===== config.mk =====
export PLATFORM = sky130hd
export DESIGN_NAME = rds_sequencer
export DESIGN_NICKNAME = d
export VERILOG_FILES = /design/src/inc/rds_pkg.sv /design/src/rtl/rds_sync.sv /design/src/rtl/rds_sequencer.sv
export SDC_FILE = /design/constraint.sdc
export NUM_CORES = 1
export LEC_CHECK = 0
export BUFFER_PORTS_ARGS = -buffer_cell sky130_fd_sc_hd__buf_2
export CAP_MARGIN = 0
export CORE_MARGIN = 4
export CORE_UTILIZATION = 40
export DETAILED_ROUTE_END_ITERATION = 16
export GPL_ROUTABILITY_DRIVEN = 0
export GPL_TIMING_DRIVEN = 0
export PLACE_DENSITY_LB_ADDON = 0.08
export SETUP_SLACK_MARGIN = 0.05
export SLEW_MARGIN = 0
export SYNTH_ARGS = -nofsm -noshare
export SYNTH_HDL_FRONTEND = slang
export SYNTH_SLANG_ARGS = --single-unit
export TNS_END_PERCENT = 50

===== constraint.sdc =====
create_clock -name clk_sys -period 3.1 [get_ports clk_sys]
set_input_delay 0.155 -clock clk_sys [delete_from_list [all_inputs] [get_ports clk_sys]]
set_output_delay 0.155 -clock clk_sys [all_outputs]
set_load 0.01 [all_outputs]

===== src/inc/rds_pkg.sv =====
// Package: constants and types for the reset delay sequencer
package rds_pkg;
    localparam int CLK_MHZ          = 25;
    localparam int POR_DELAY_NS     = 10000;
    localparam int START_REG_NS     = 20000;
    localparam int PUT_MS           = 64;
    localparam int RST_DELAY_NS     = 20000;
    localparam int LOCK_NS          = 20000;
    localparam int MON_DELAY_NS     = 100000;
    // Least times round up to whole cycles
    localparam int POR_CYC   = (POR_DELAY_NS * CLK_MHZ + 999) / 1000;
    localparam int START_CYC = (START_REG_NS * CLK_MHZ + 999) / 1000;
    localparam int PUT_CYC   = PUT_MS * 1000 * CLK_MHZ;
    localparam int RST_CYC   = (RST_DELAY_NS * CLK_MHZ + 999) / 1000;
    localparam int LOCK_CYC  = (LOCK_NS * CLK_MHZ + 999) / 1000;
    localparam int MON_CYC   = (MON_DELAY_NS * CLK_MHZ + 999) / 1000;
    localparam int OST_COUNT = 1024;
    localparam int CNT_W     = 24;
    localparam int OST_W     = 10;
    localparam logic [23:0] RESET_VECTOR = 24'h000000;
    localparam logic [2:0]  OSC_FRC      = 3'h0;

    // Oscillator codes as stored in the select fields
    typedef enum logic [2:0] {
        RDS_OSC_FRC    = 3'b000,
        RDS_OSC_FRCPLL = 3'b001,
        RDS_OSC_XT     = 3'b010,
        RDS_OSC_XTPLL  = 3'b011,
        RDS_OSC_SECONDARY_OSCILLATOR   = 3'b100,
        RDS_OSC_INTERNAL_LOW_POWER_RC_OSC   = 3'b101,
        RDS_OSC_EC     = 3'b110,
        RDS_OSC_ECPLL  = 3'b111
    } rds_osc_t;

    typedef struct packed {
        logic power_on;
        logic brown_out_reset;
        logic external_pin_reset;
        logic instruction_reset;
        logic watchdog_reset;
        logic trap_conflict;
        logic illegal_opcode;
    } rds_src_t;

    typedef enum logic [2:0] {
        RDS_IDLE  = 3'b000,
        RDS_POR   = 3'b001,
        RDS_START = 3'b010,
        RDS_RST   = 3'b011,
        RDS_MON   = 3'b100,
        RDS_RUN   = 3'b101
    } rds_state_t;
endpackage : rds_pkg


===== src/rtl/rds_sync.sv =====
// Two-stage synchroniser for a bus of pin levels
`timescale 1ns/1ps
module rds_sync #(
    parameter int W = 1
) (
    input  wire logic         clk_sys,
    input  wire logic         rst_n,
    input  wire logic         clk_en,
    input  wire logic [W-1:0] d_in,
    output logic      [W-1:0] q_out
);
    logic [W-1:0] meta_ff;
    logic [W-1:0] q_ff;

    always_ff @(posedge clk_sys) begin
        if (!rst_n) begin
            meta_ff <= '0;
            q_ff    <= '0;
        end else if (clk_en) begin
            meta_ff <= d_in;
            q_ff    <= meta_ff;
        end
    end
    assign q_out = q_ff;
endmodule : rds_sync


===== src/rtl/rds_sequencer.sv =====
// Reset delay sequencer: clock choice, reset delays, oscillator waits, monitor start
// Function
// Master reset is active while any reset source is active.
// Switching on: power-on/brown-out take nv select; other resets keep current field.
// Switching off: every reset takes clock from nv select only.
// Master reset releases only after applicable power-on and start-up delays expire.
// Oscillator start count and PLL lock run alongside the reset delays.
// Power-on adds 10 us delay first; brown-out skips it.
// Start-up is 20 us with regulator on, 64 ms without.
// With regulator on, start-up delay also applies on wake from sleep.
// 20 us internal reset time; other resets apply only it.
// Crystal and secondary sources count 1024 oscillator periods before release.
// PLL sources wait 20 us lock, after start count when crystal feeds.
// No code runs until a valid clock is released.
// Monitor on and no valid clock: switch to fast RC, raise trap.
// Crystal/PLL sources insert monitor delay after reset delays before monitoring.
// Only reset and oscillator control values depend on reset type.
// Any reset clears state, zeroes program counter, fetches at zero.
`timescale 1ns/1ps
module rds_sequencer #(
    parameter int PUT_CYCLES = rds_pkg::PUT_CYC
) (
    input  wire logic             clk_sys,
    input  wire logic             rst_n,
    input  wire logic             clk_en,
    input  rds_pkg::rds_src_t     reset_sources,
    input  wire logic             clock_switch_en,
    input  wire logic             regulator_en,
    input  wire logic             fail_safe_clock_monitor_en,
    input  wire logic [2:0]       nv_oscillator_select,
    input  wire logic             sleep_wake,
    input  wire logic             osc_tick,
    input  wire logic             pll_locked,
    input  wire logic             clock_valid,
    output logic                  master_reset_signal,
    output logic                  cpu_run,
    output logic [23:0]           fetch_address,
    output logic [2:0]            current_oscillator_field,
    output logic                  clock_released,
    output logic                  clock_fail_trap,
    output logic                  monitor_active
);
    rds_pkg::rds_src_t  src_s;
    logic               tick_s;
    logic               lock_s;
    logic               valid_s;
    logic               wake_s;
    rds_pkg::rds_state_t state_ff;
    rds_pkg::rds_state_t nxt_state;
    logic [rds_pkg::CNT_W-1:0] dly_ff;
    logic [rds_pkg::OST_W:0]   ost_ff;
    logic [rds_pkg::CNT_W-1:0] lock_ff;
    logic [2:0]         current_oscillator_field_ff;
    logic               tick_d_ff;
    logic               rst_out_ff;
    logic               run_ff;
    logic               rel_ff;
    logic               trap_ff;
    logic               mon_ff;
    logic [23:0]        pc_ff;
    logic               any_src;
    logic               is_power;
    logic               dly_done;
    logic               needs_ost;
    logic               needs_pll;
    logic               ost_done;
    logic               lock_done;
    logic [rds_pkg::CNT_W-1:0] start_len;
    logic               rst_hold;
    logic               rel_nxt;

    // Pin-side inputs cross into the clock domain first
    rds_sync #(.W($bits(rds_pkg::rds_src_t) + 4)) u_sync (
        .clk_sys (clk_sys),
        .rst_n   (rst_n),
        .clk_en  (clk_en),
        .d_in    ({reset_sources, osc_tick, pll_locked, clock_valid, sleep_wake}),
        .q_out   ({src_s, tick_s, lock_s, valid_s, wake_s})
    );

    assign any_src   = |src_s;
    assign is_power  = src_s.power_on | src_s.brown_out_reset;
    assign dly_done  = (dly_ff == '0);
    assign start_len = regulator_en ? rds_pkg::CNT_W'(rds_pkg::START_CYC)
                                    : rds_pkg::CNT_W'(PUT_CYCLES);
    assign needs_ost = (current_oscillator_field_ff == rds_pkg::RDS_OSC_XT) || (current_oscillator_field_ff == rds_pkg::RDS_OSC_XTPLL)
                    || (current_oscillator_field_ff == rds_pkg::RDS_OSC_SECONDARY_OSCILLATOR);
    assign needs_pll = (current_oscillator_field_ff == rds_pkg::RDS_OSC_FRCPLL) || (current_oscillator_field_ff == rds_pkg::RDS_OSC_XTPLL)
                    || (current_oscillator_field_ff == rds_pkg::RDS_OSC_ECPLL);
    assign ost_done  = !needs_ost || ost_ff[rds_pkg::OST_W];
    assign lock_done = !needs_pll || (lock_s && lock_ff == '0);
    // Release and run share one next value, so run leads the clock only once trap_ff is set
    assign rel_nxt   = !any_src && ost_done && lock_done && valid_s;

    // Master reset holds through the delay states; monitor wait runs released
    always_comb begin
        unique case (state_ff)
            rds_pkg::RDS_POR,
            rds_pkg::RDS_START,
            rds_pkg::RDS_RST,
            rds_pkg::RDS_IDLE: rst_hold = 1'b1;
            default:           rst_hold = any_src;
        endcase
    end

    // Sequence: hold while sources active, then delays
    always_comb begin
        nxt_state = state_ff;
        unique case (state_ff)
            rds_pkg::RDS_IDLE:  if (!any_src) nxt_state = rds_pkg::RDS_RUN;
            rds_pkg::RDS_POR:   if (dly_done) nxt_state = rds_pkg::RDS_START;
            rds_pkg::RDS_START: if (dly_done) nxt_state = rds_pkg::RDS_RST;
            rds_pkg::RDS_RST:   if (dly_done) nxt_state = (needs_ost || needs_pll) ? rds_pkg::RDS_MON
                                                                                : rds_pkg::RDS_RUN;
            rds_pkg::RDS_MON:   if (dly_done) nxt_state = rds_pkg::RDS_RUN;
            rds_pkg::RDS_RUN:   if (wake_s && regulator_en) nxt_state = rds_pkg::RDS_START;
            default:            nxt_state = rds_pkg::RDS_IDLE;
        endcase
        if (any_src) begin
            nxt_state = src_s.power_on ? rds_pkg::RDS_POR
                      : src_s.brown_out_reset ? rds_pkg::RDS_START : rds_pkg::RDS_RST;
        end
    end

    always_ff @(posedge clk_sys) begin
        if (!rst_n) begin
            state_ff <= rds_pkg::RDS_IDLE;
        end else if (clk_en) begin
            state_ff <= nxt_state;
        end
    end

    // Delay counter reloads on every state entry
    always_ff @(posedge clk_sys) begin
        if (!rst_n) begin
            dly_ff <= '0;
        end else if (clk_en) begin
            if (nxt_state != state_ff || any_src) begin
                unique case (nxt_state)
                    rds_pkg::RDS_POR:   dly_ff <= rds_pkg::CNT_W'(rds_pkg::POR_CYC);
                    rds_pkg::RDS_START: dly_ff <= start_len;
                    rds_pkg::RDS_RST:   dly_ff <= rds_pkg::CNT_W'(rds_pkg::RST_CYC);
                    rds_pkg::RDS_MON:   dly_ff <= rds_pkg::CNT_W'(rds_pkg::MON_CYC);
                    default:            dly_ff <= '0;
                endcase
            end else if (!dly_done) begin
                dly_ff <= dly_ff - 1'b1;
            end
        end
    end

    // Clock source choice; sampled while a power-on/brown-out source, or any source with switching off, is active
    always_ff @(posedge clk_sys) begin
        if (!rst_n) begin
            current_oscillator_field_ff <= rds_pkg::OSC_FRC;
        end else if (clk_en) begin
            if (any_src && (!clock_switch_en || is_power)) begin
                current_oscillator_field_ff <= nv_oscillator_select;
            end else if (mon_ff && fail_safe_clock_monitor_en && !valid_s && !trap_ff) begin
                current_oscillator_field_ff <= rds_pkg::OSC_FRC;
            end
        end
    end

    // Start counter and lock wait run beside the reset delays
    always_ff @(posedge clk_sys) begin
        if (!rst_n) begin
            ost_ff    <= '0;
            lock_ff   <= rds_pkg::CNT_W'(rds_pkg::LOCK_CYC);
            tick_d_ff <= 1'b0;
        end else if (clk_en) begin
            tick_d_ff <= tick_s;
            if (any_src && is_power) begin
                ost_ff  <= '0;
                lock_ff <= rds_pkg::CNT_W'(rds_pkg::LOCK_CYC);
            end else begin
                if (!ost_done && tick_s && !tick_d_ff) begin
                    ost_ff <= ost_ff + 1'b1;
                end
                // Lock wait starts only once the crystal count ends
                if (ost_done && lock_s && lock_ff != '0) begin
                    lock_ff <= lock_ff - 1'b1;
                end
            end
        end
    end

    // Master reset, release, monitor and CPU start
    always_ff @(posedge clk_sys) begin
        if (!rst_n) begin
            rst_out_ff <= 1'b1;
            rel_ff     <= 1'b0;
            run_ff     <= 1'b0;
            mon_ff     <= 1'b0;
            trap_ff    <= 1'b0;
            pc_ff      <= rds_pkg::RESET_VECTOR;
        end else if (clk_en) begin
            rst_out_ff <= rst_hold;
            rel_ff <= rel_nxt;
            if (any_src) begin
                rel_ff  <= 1'b0;
                run_ff  <= 1'b0;
                mon_ff  <= 1'b0;
                trap_ff <= 1'b0;
                pc_ff   <= rds_pkg::RESET_VECTOR;
            end else begin
                // Wake restart drops run in the same cycle the reset rises
                run_ff <= !rst_out_ff && !rst_hold && (rel_nxt || trap_ff);
                if (state_ff == rds_pkg::RDS_RUN && fail_safe_clock_monitor_en) begin
                    mon_ff <= 1'b1;
                end
                if (mon_ff && fail_safe_clock_monitor_en && !valid_s) begin
                    trap_ff <= 1'b1;
                end
            end
        end
    end

    assign master_reset_signal      = rst_out_ff;
    assign cpu_run                  = run_ff;
    assign fetch_address            = pc_ff;
    assign current_oscillator_field = current_oscillator_field_ff;
    assign clock_released           = rel_ff;
    assign clock_fail_trap          = trap_ff;
    assign monitor_active           = mon_ff;
endmodule : rds_sequencer


==> results of run 1 <==
layer usage:
layer / routed length, um / global-route usage (%)
met3: 832 / 3.99
met2: 5600 / 27.9
met1: 6150 / 24.5
met4: 238 / 6.59
met5: 0 / 0
power groups by stage:
| stage | clock, mW | combinational (mW) | sequential [mW] |
|---|---|---|---|
| floorplan | 0 | 0.837 | 1.35 |
| global placement | 0 | 1.09 | 1.37 |
| detailed placement | 0 | 1.08 | 1.37 |
| CTS | 1.32 | 1.09 | 1.35 |
| global route | 1.38 | 1.24 | 1.36 |
| finish | 1.30 | 1.13 | 1.35 |
metrics by stage:
stage | power, mW | instance area (um2) | instances
6_report | 3.77 | 5740 | 820
5_1_grt | 3.97 | 5740 | 820
4_1_cts | 3.76 | 5730 | 819
3_5_place_dp | 2.46 | 5380 | 803
3_3_place_gp | 2.46 | 5380 | 803
2_1_floorplan | 2.19 | 5040 | 609
state kept, by name, indices dropped and copies added, names as in the netlist:
name	count
dly_ff	24
lock_ff	24
ost_ff	11
u_sync.meta_ff	11
u_sync.q_out	11
current_oscillator_field	3
state_ff	3
clock_fail_trap	1
clock_released	1
cpu_run	1
master_reset_signal	1
monitor_active	1
tick_d_ff	1
logic make-up after synthesis:
| logic type | Yosys count | share of synthesized area [%] |
|---|---|---|
| AOI/OAI and AO/OA | 115 | 16.1 |
| xor gates and xnor gates | 30 | 5.31 |
| adders and majority gates | 3 | 0.758 |
| buffers and inverters | 65 | 7.15 |
| other | 1 | 0.0757 |
| muxes | 29 | 5.86 |
| and+or+nand+nor | 250 | 27.2 |
| DFF | 93 | 37.6 |
worst paths after layout:
| kind | end | start | slack [ns] | depth (start not counted) |
|---|---|---|---|---|
| worst max-delay path | dly_ff[8]$_SDFFE_PN0P_ | dly_ff[0]$_SDFFE_PN0P_ | 0.26 | 10 |
| worst min-delay path | u_sync.meta_ff[2]$_SDFFE_PN0P_ | pll_locked | 0.05 | 3 |
| worst max register to register | dly_ff[8]$_SDFFE_PN0P_ | dly_ff[0]$_SDFFE_PN0P_ | 0.26 | 10 |
| worst min register to register | u_sync.meta_ff[1]$_SDFFE_PN0P_ | u_sync.meta_ff[1]$_SDFFE_PN0P_ | 0.49 | 2 |
cell usage after synthesis (4+ instances only):
cell type  instances  area [um2]
nand2b_1           6        37.5
mux2i_1           29         290
buf_1              4        15.0
xnor2_1           15         131
dfxtp_1           93        1860
nand3_1           27         135
buf_4             27         203
nor4b_1            4        35.0
or3_1             10        62.6
or4_1              7        52.6
o22ai_1            5        31.3
nor4_1            15        93.8
nand4_1            9        56.3
a31oi_1            6        37.5
nor2_1            75         282
a21oi_1           26         130
nand2_1           40         150
o21ai_0           25         125
o21a_1             8        60.1
clkbuf_1          19        71.3
xor2_1            15         131
and3_1             8        50.1
nor3_1            22         110
inv_1             12        45.0
cell usage in the layout (no fill, tap or decap), types with 3 or more instances in the layout:
cell / synthesis / layout
nor4b_1: 4 / 4
a211o_1: 3 / 3
or4_1: 7 / 7
o22ai_1: 5 / 5
ha_1: 3 / 3
and2_1: 3 / 3
buf_4: 27 / 28
inv_1: 12 / 12
nand4_1: 9 / 9
and3_1: 8 / 8
o21a_1: 8 / 8
buf_2: 1 / 27
dfxtp_1: 93 / 93
o21ai_1: 3 / 3
clkbuf_1: 19 / 20
nor3_2: 2 / 3
or3_1: 10 / 10
a31oi_1: 6 / 6
clkbuf_16: 0 / 9
conb_1: 1 / 24
o21ai_0: 25 / 25
nor2_1: 75 / 75
mux2i_1: 29 / 29
buf_1: 4 / 4
a21oi_1: 26 / 26
o41ai_1: 3 / 3
nand3_1: 27 / 27
nor4_1: 15 / 15
bufinv_16: 0 / 3
o221a_2: 3 / 3
nor3_1: 22 / 21
a21boi_0: 3 / 3
xor2_1: 15 / 15
nand2_1: 40 / 40
a21o_1: 3 / 3
xnor2_1: 15 / 15
nand2b_1: 6 / 6
o211ai_1: 3 / 3
cell type report:
cell class                      instances  share of cell area, %
Multi-Input combinational cell        451                   49.2
Clock inverter                          5                   1.85
Tap cell                              168                   3.66
Inverter                               13                  0.850
Timing Repair Buffer                   27                   2.40
Clock buffer                           11                   4.23
Buffer                                 52                   5.32
Sequential cell                        93                   32.4
tightest hold or removal path, stage by stage:
cell	delay [ns]
buf_2	0.07
mux2i_1	0.05
nor2_1	0.07
what timing repair did:
| action | 4_1_cts | 5_1_grt |
|---|---|---|
| resized for setup | 0 | 1 |
| hold buffers | 0 | 0 |
| endpoints found under the setup margin | 0 | 9 |
| buffers inserted | 0 | 1 |
==> impl_metrics.tcl, run 1 <==
set metrics [dict create \
    initial_core_util_pct 41.0 \
    outcome "completed" \
    clkLatencyLatePin_ns 0.34 \
    cp.required_ns 3.29 \
    ir_drop_mv 0.307 \
    grt_setup_unrepaired "false" \
    place_hpwl_um 9270 \
    critPathCaptureType "flop" \
    layout-drive-gt1-share_pct 14.7 \
    start_kind "flop" \
    via_count 4393 \
    num_antenna_cells 0 \
    cpPeakStageDelay_ns 0.47 \
    cts_made_buffers 9 \
    final.period_utilization_pct 91.5 \
    synthArstFlopShare_pct 0 \
    cap_violations 0 \
    final.setup.tns_ns 0 \
    routed_wirelength_um 12800 \
    wl_per_cell_um 15.6 \
    cp_num_buf_inv 2 \
    slew_violations 0 \
    p_seq_share_pct 35.7 \
    drc_errors 0 \
    swShare_pct 33.9 \
    power.leakage_nw 2.26 \
    fillerInstances 1172 \
    fmax_mhz 353 \
    critPathKind "reg2reg" \
    cts_tree "built" \
    ant_nets 0 \
    io-pin-count 52 \
    synthDistinctLibCells 75 \
    fin_util_pct 47.6 \
    antenna_found_initial 0 \
    die_h_um 119 \
    ys_seq_area_share_pct 37.6 \
    crit_slowest_cell "a311oi_1" \
    comb_power_share_pct 29.9 \
    grt_use_total_pct 18.0 \
    cp_top_family "compound AO/OA/AOI/OAI gates" \
    critPathMaxFanout 7 \
    clkTransAtPathRegs_ns 0.06 \
    worstPathCellList "inv_1 -> ha_1 -> nor4b_4 -> buf_4 -> nand4_2 -> o311ai_0 -> o311a_1 -> nand2_1 -> a311oi_1 -> o22ai_1" \
    place_ws_ns 0.148 \
    die-area_um2 14200 \
    hp-class "in2reg" \
    die_x_um 119 \
    internal-power_mw 2.49 \
    slew_headroom_pct 41.8 \
    vias_per_cell 5.36 \
    cts-root-buf "clkbuf_16" \
    clkSinkCount 93 \
    synthCells 586 \
    syn_to_final_growth_pct 15.9 \
    finClkSkew_ns 0.00494 \
    clock_path_buffers 2 \
    arrival_ns 3.03 \
    worst_slack_ns 0.264 \
    grt_overflow 0 \
    io_buffer_count 26 \
    clockPowerShare_pct 34.3 \
    setup_viol 0 \
    period_needed_ns 2.84 \
    synth_edf_count 0 \
    hold_viol_final 0 \
    dr.pass1.iters 5 \
    yosys_register_bits 93 \
    rows 40 \
    cts_max_level 3 \
    synthFlopType "dfxtp_1" \
    switching_power_mw 1.28 \
    ys_warn_count 0 \
    grt_max_degree 16 \
    coreArea_um2 12100 \
    regArea_um2 1860 \
    worstMarginPinSlew_ns 0.873 \
    layout.nets 670 \
    mappedNetlistArea_um2 4950 \
    grt_pass1_wl_um 20900 \
    whs_ns 0.0465 \
    drt-initial-drc-count 227 \
    syn_area_per_cell_um2 8.45 \
    power.density_nw_per_um2 657 \
    multi_input_area_um2 2830 \
    grt_pass1_vias 4151 \
]
Note: power is estimated with default switching activity, not from simulation.
==> inputs of run 2 (changes only) <==
- clock period: 3.1 -> 3.3 ns (I/O delays scaled with it)
==> run 2 against run 1 <==
  * Maximum frequency fell by 7.8%
  * Power shrank 6.3%
  * Hold slack improved by 0.011 ns
  * Register-to-register slack got worse by 0.04 ns
  * Clock skew is 0.0016 ns higher
  * First-iteration DRC count rose by 0.44%
  * Critical endpoint unchanged
  * Largest cell class unchanged
  * Utilization shrank 0.10 points
  * Via count is essentially flat
  * Sequential power shrank 6%
  * Sequential share of layout area is 0.071 points higher
==> impl_metrics.tcl, run 2 (synthesized netlist as in run 1, its figures left out) <==
set metrics [dict create \
    outcome "completed" \
    r2r_slack_ns 0.22 \
    grt_use_total_pct 18.0 \
    cpMostUsedCell "a311oi_1" \
    coreArea_um2 12100 \
    power.total_mw 3.53 \
    worstHoldStart "pll_locked" \
    arrival_ns 3.27 \
    critPathMaxFanout 7 \
    initial_core_util_pct 41.0 \
    cts_max_level 3 \
    critPathCaptureType "flop" \
    start_kind "flop" \
    io_buffer_count 26 \
    layout.nets 669 \
    clkTransAtPathRegs_ns 0.06 \
    dr.pass1.iters 5 \
    period_needed_ns 3.08 \
    routed_wirelength_um 12800 \
    ir_drop_mv 0.289 \
    reg_top3 "dly_ff (24), lock_ff (24)" \
    syn_to_final_growth_pct 15.7 \
    clock_path_buffers 2 \
    worst_slack_ns 0.223 \
    die_h_um 119 \
    power.density_nw_per_um2 617 \
    grt_pass1_vias 4151 \
    grt_overflow 0 \
    rows 40 \
    worstMarginPinSlew_ns 0.864 \
    die_x_um 119 \
    clkLatencyLatePin_ns 0.34 \
    via_count 4392 \
    finClkSkew_ns 0.00656 \
    worstPathCellList "inv_1 -> ha_1 -> nor4b_4 -> nand4_2 -> nor3_1 -> mux2i_1 -> a311oi_1 -> a311oi_1 -> o22ai_1" \
    startpoint "dly_ff[0]$_SDFFE_PN0P_" \
    whs_ns 0.0571 \
    layout_common_cells "dfxtp_1 (93), nor2_1 (75), nand2_1 (40)" \
    slew_violations 0 \
    io-pin-count 52 \
    fillerInstances 1173 \
    holdBufCountCts 0 \
    grt_pass1_wl_um 20900 \
    fin_cells 819 \
    critPathKind "reg2reg" \
    final.setup.tns_ns 0 \
    drc_errors 0 \
    antenna_found_initial 0 \
    die-area_um2 14200 \
    dpl_cell_area_um2 5380 \
    clkSinkCount 93 \
    cap_violations 0 \
    cts-root-buf "clkbuf_16" \
    cts_resized 0 \
    vias_per_cell 5.36 \
    grt_setup_unrepaired "false" \
    hold_viol_final 0 \
    slew_headroom_pct 42.0 \
    drt-initial-drc-count 228 \
    cpPeakStageDelay_ns 0.49 \
    layout_commonest_cell "dfxtp_1" \
    grt_max_degree 16 \
    dp.cells 803 \
    setup_viol 0 \
    final.period_utilization_pct 93.2 \
    wl_per_cell_um 15.7 \
    ant_nets 0 \
    cts_tree "built" \
    place_hpwl_um 9270 \
    fmax_mhz 325 \
    fin_util_pct 47.5 \
    power.leakage_nw 2.25 \
    r2r_start "dly_ff[0]$_SDFFE_PN0P_" \
    fin_area_um2 5730 \
    cts_setup_buffers 0 \
    hp-class "in2reg" \
    crit_slowest_cell "a311oi_1" \
    cts_made_buffers 9 \
    place_ws_ns 0.348 \
    cp.required_ns 3.49 \
    layout-drive-gt1-share_pct 14.4 \
    num_antenna_cells 0 \
]
-- run 2: cell count changes in the layout (fill, tap and decap cells not counted) --
cell,previous run,this run
nor3_2,3,2
nor3_1,21,22
buf_4,28,27
-- run 2: where the power goes --
group | total (mW) | internal [mW] | switching (mW)
logic | 1.05 | 0.381 | 0.668
clock network | 1.22 | 0.765 | 0.455
registers | 1.27 | 1.19 | 0.0789
-- run 2: worst paths after layout --
kind	to	cells after the start
hold reg to reg	dly_ff[22]$_SDFFE_PN0P_	2
hold / removal	u_sync.meta_ff[2]$_SDFFE_PN0P_	3
setup / recovery	dly_ff[8]$_SDFFE_PN0P_	9
setup reg to reg	dly_ff[8]$_SDFFE_PN0P_	9
-- run 2: metal layers --
layer,wire (um),vias to the layer above,track usage [%]
li1,-,2191,-
met1,6080,2035,24.5
met2,5650,143,27.9
met3,804,23,3.99
met4,291,0,6.59
met5,0,-,0
-- run 2: critical path: cells and delay by family, from the launching register on --
family | cells | cell delay (ns)
AO/OA/AOI/OAI | 3 | 0.83
adder cells (fa/ha/maj) | 1 | 0.23
buffers and inverters | 1 | 0.09
flip-flops | 1 | 0.33
multiplexers | 1 | 0.34
AND/OR/NAND/NOR | 3 | 1.10
-- run 2: layout make-up --
class | instances | area [um2] | share of cell area (%)
timing repair buffer | 26 | 130 | 2.27
sequential | 93 | 1860 | 32.5
tap | 168 | 210 | 3.67
clock buffer | 11 | 243 | 4.24
clock inverter | 5 | 106 | 1.86
buffer | 52 | 305 | 5.33
inverter | 13 | 48.8 | 0.852
multi-input combinational | 451 | 2820 | 49.3
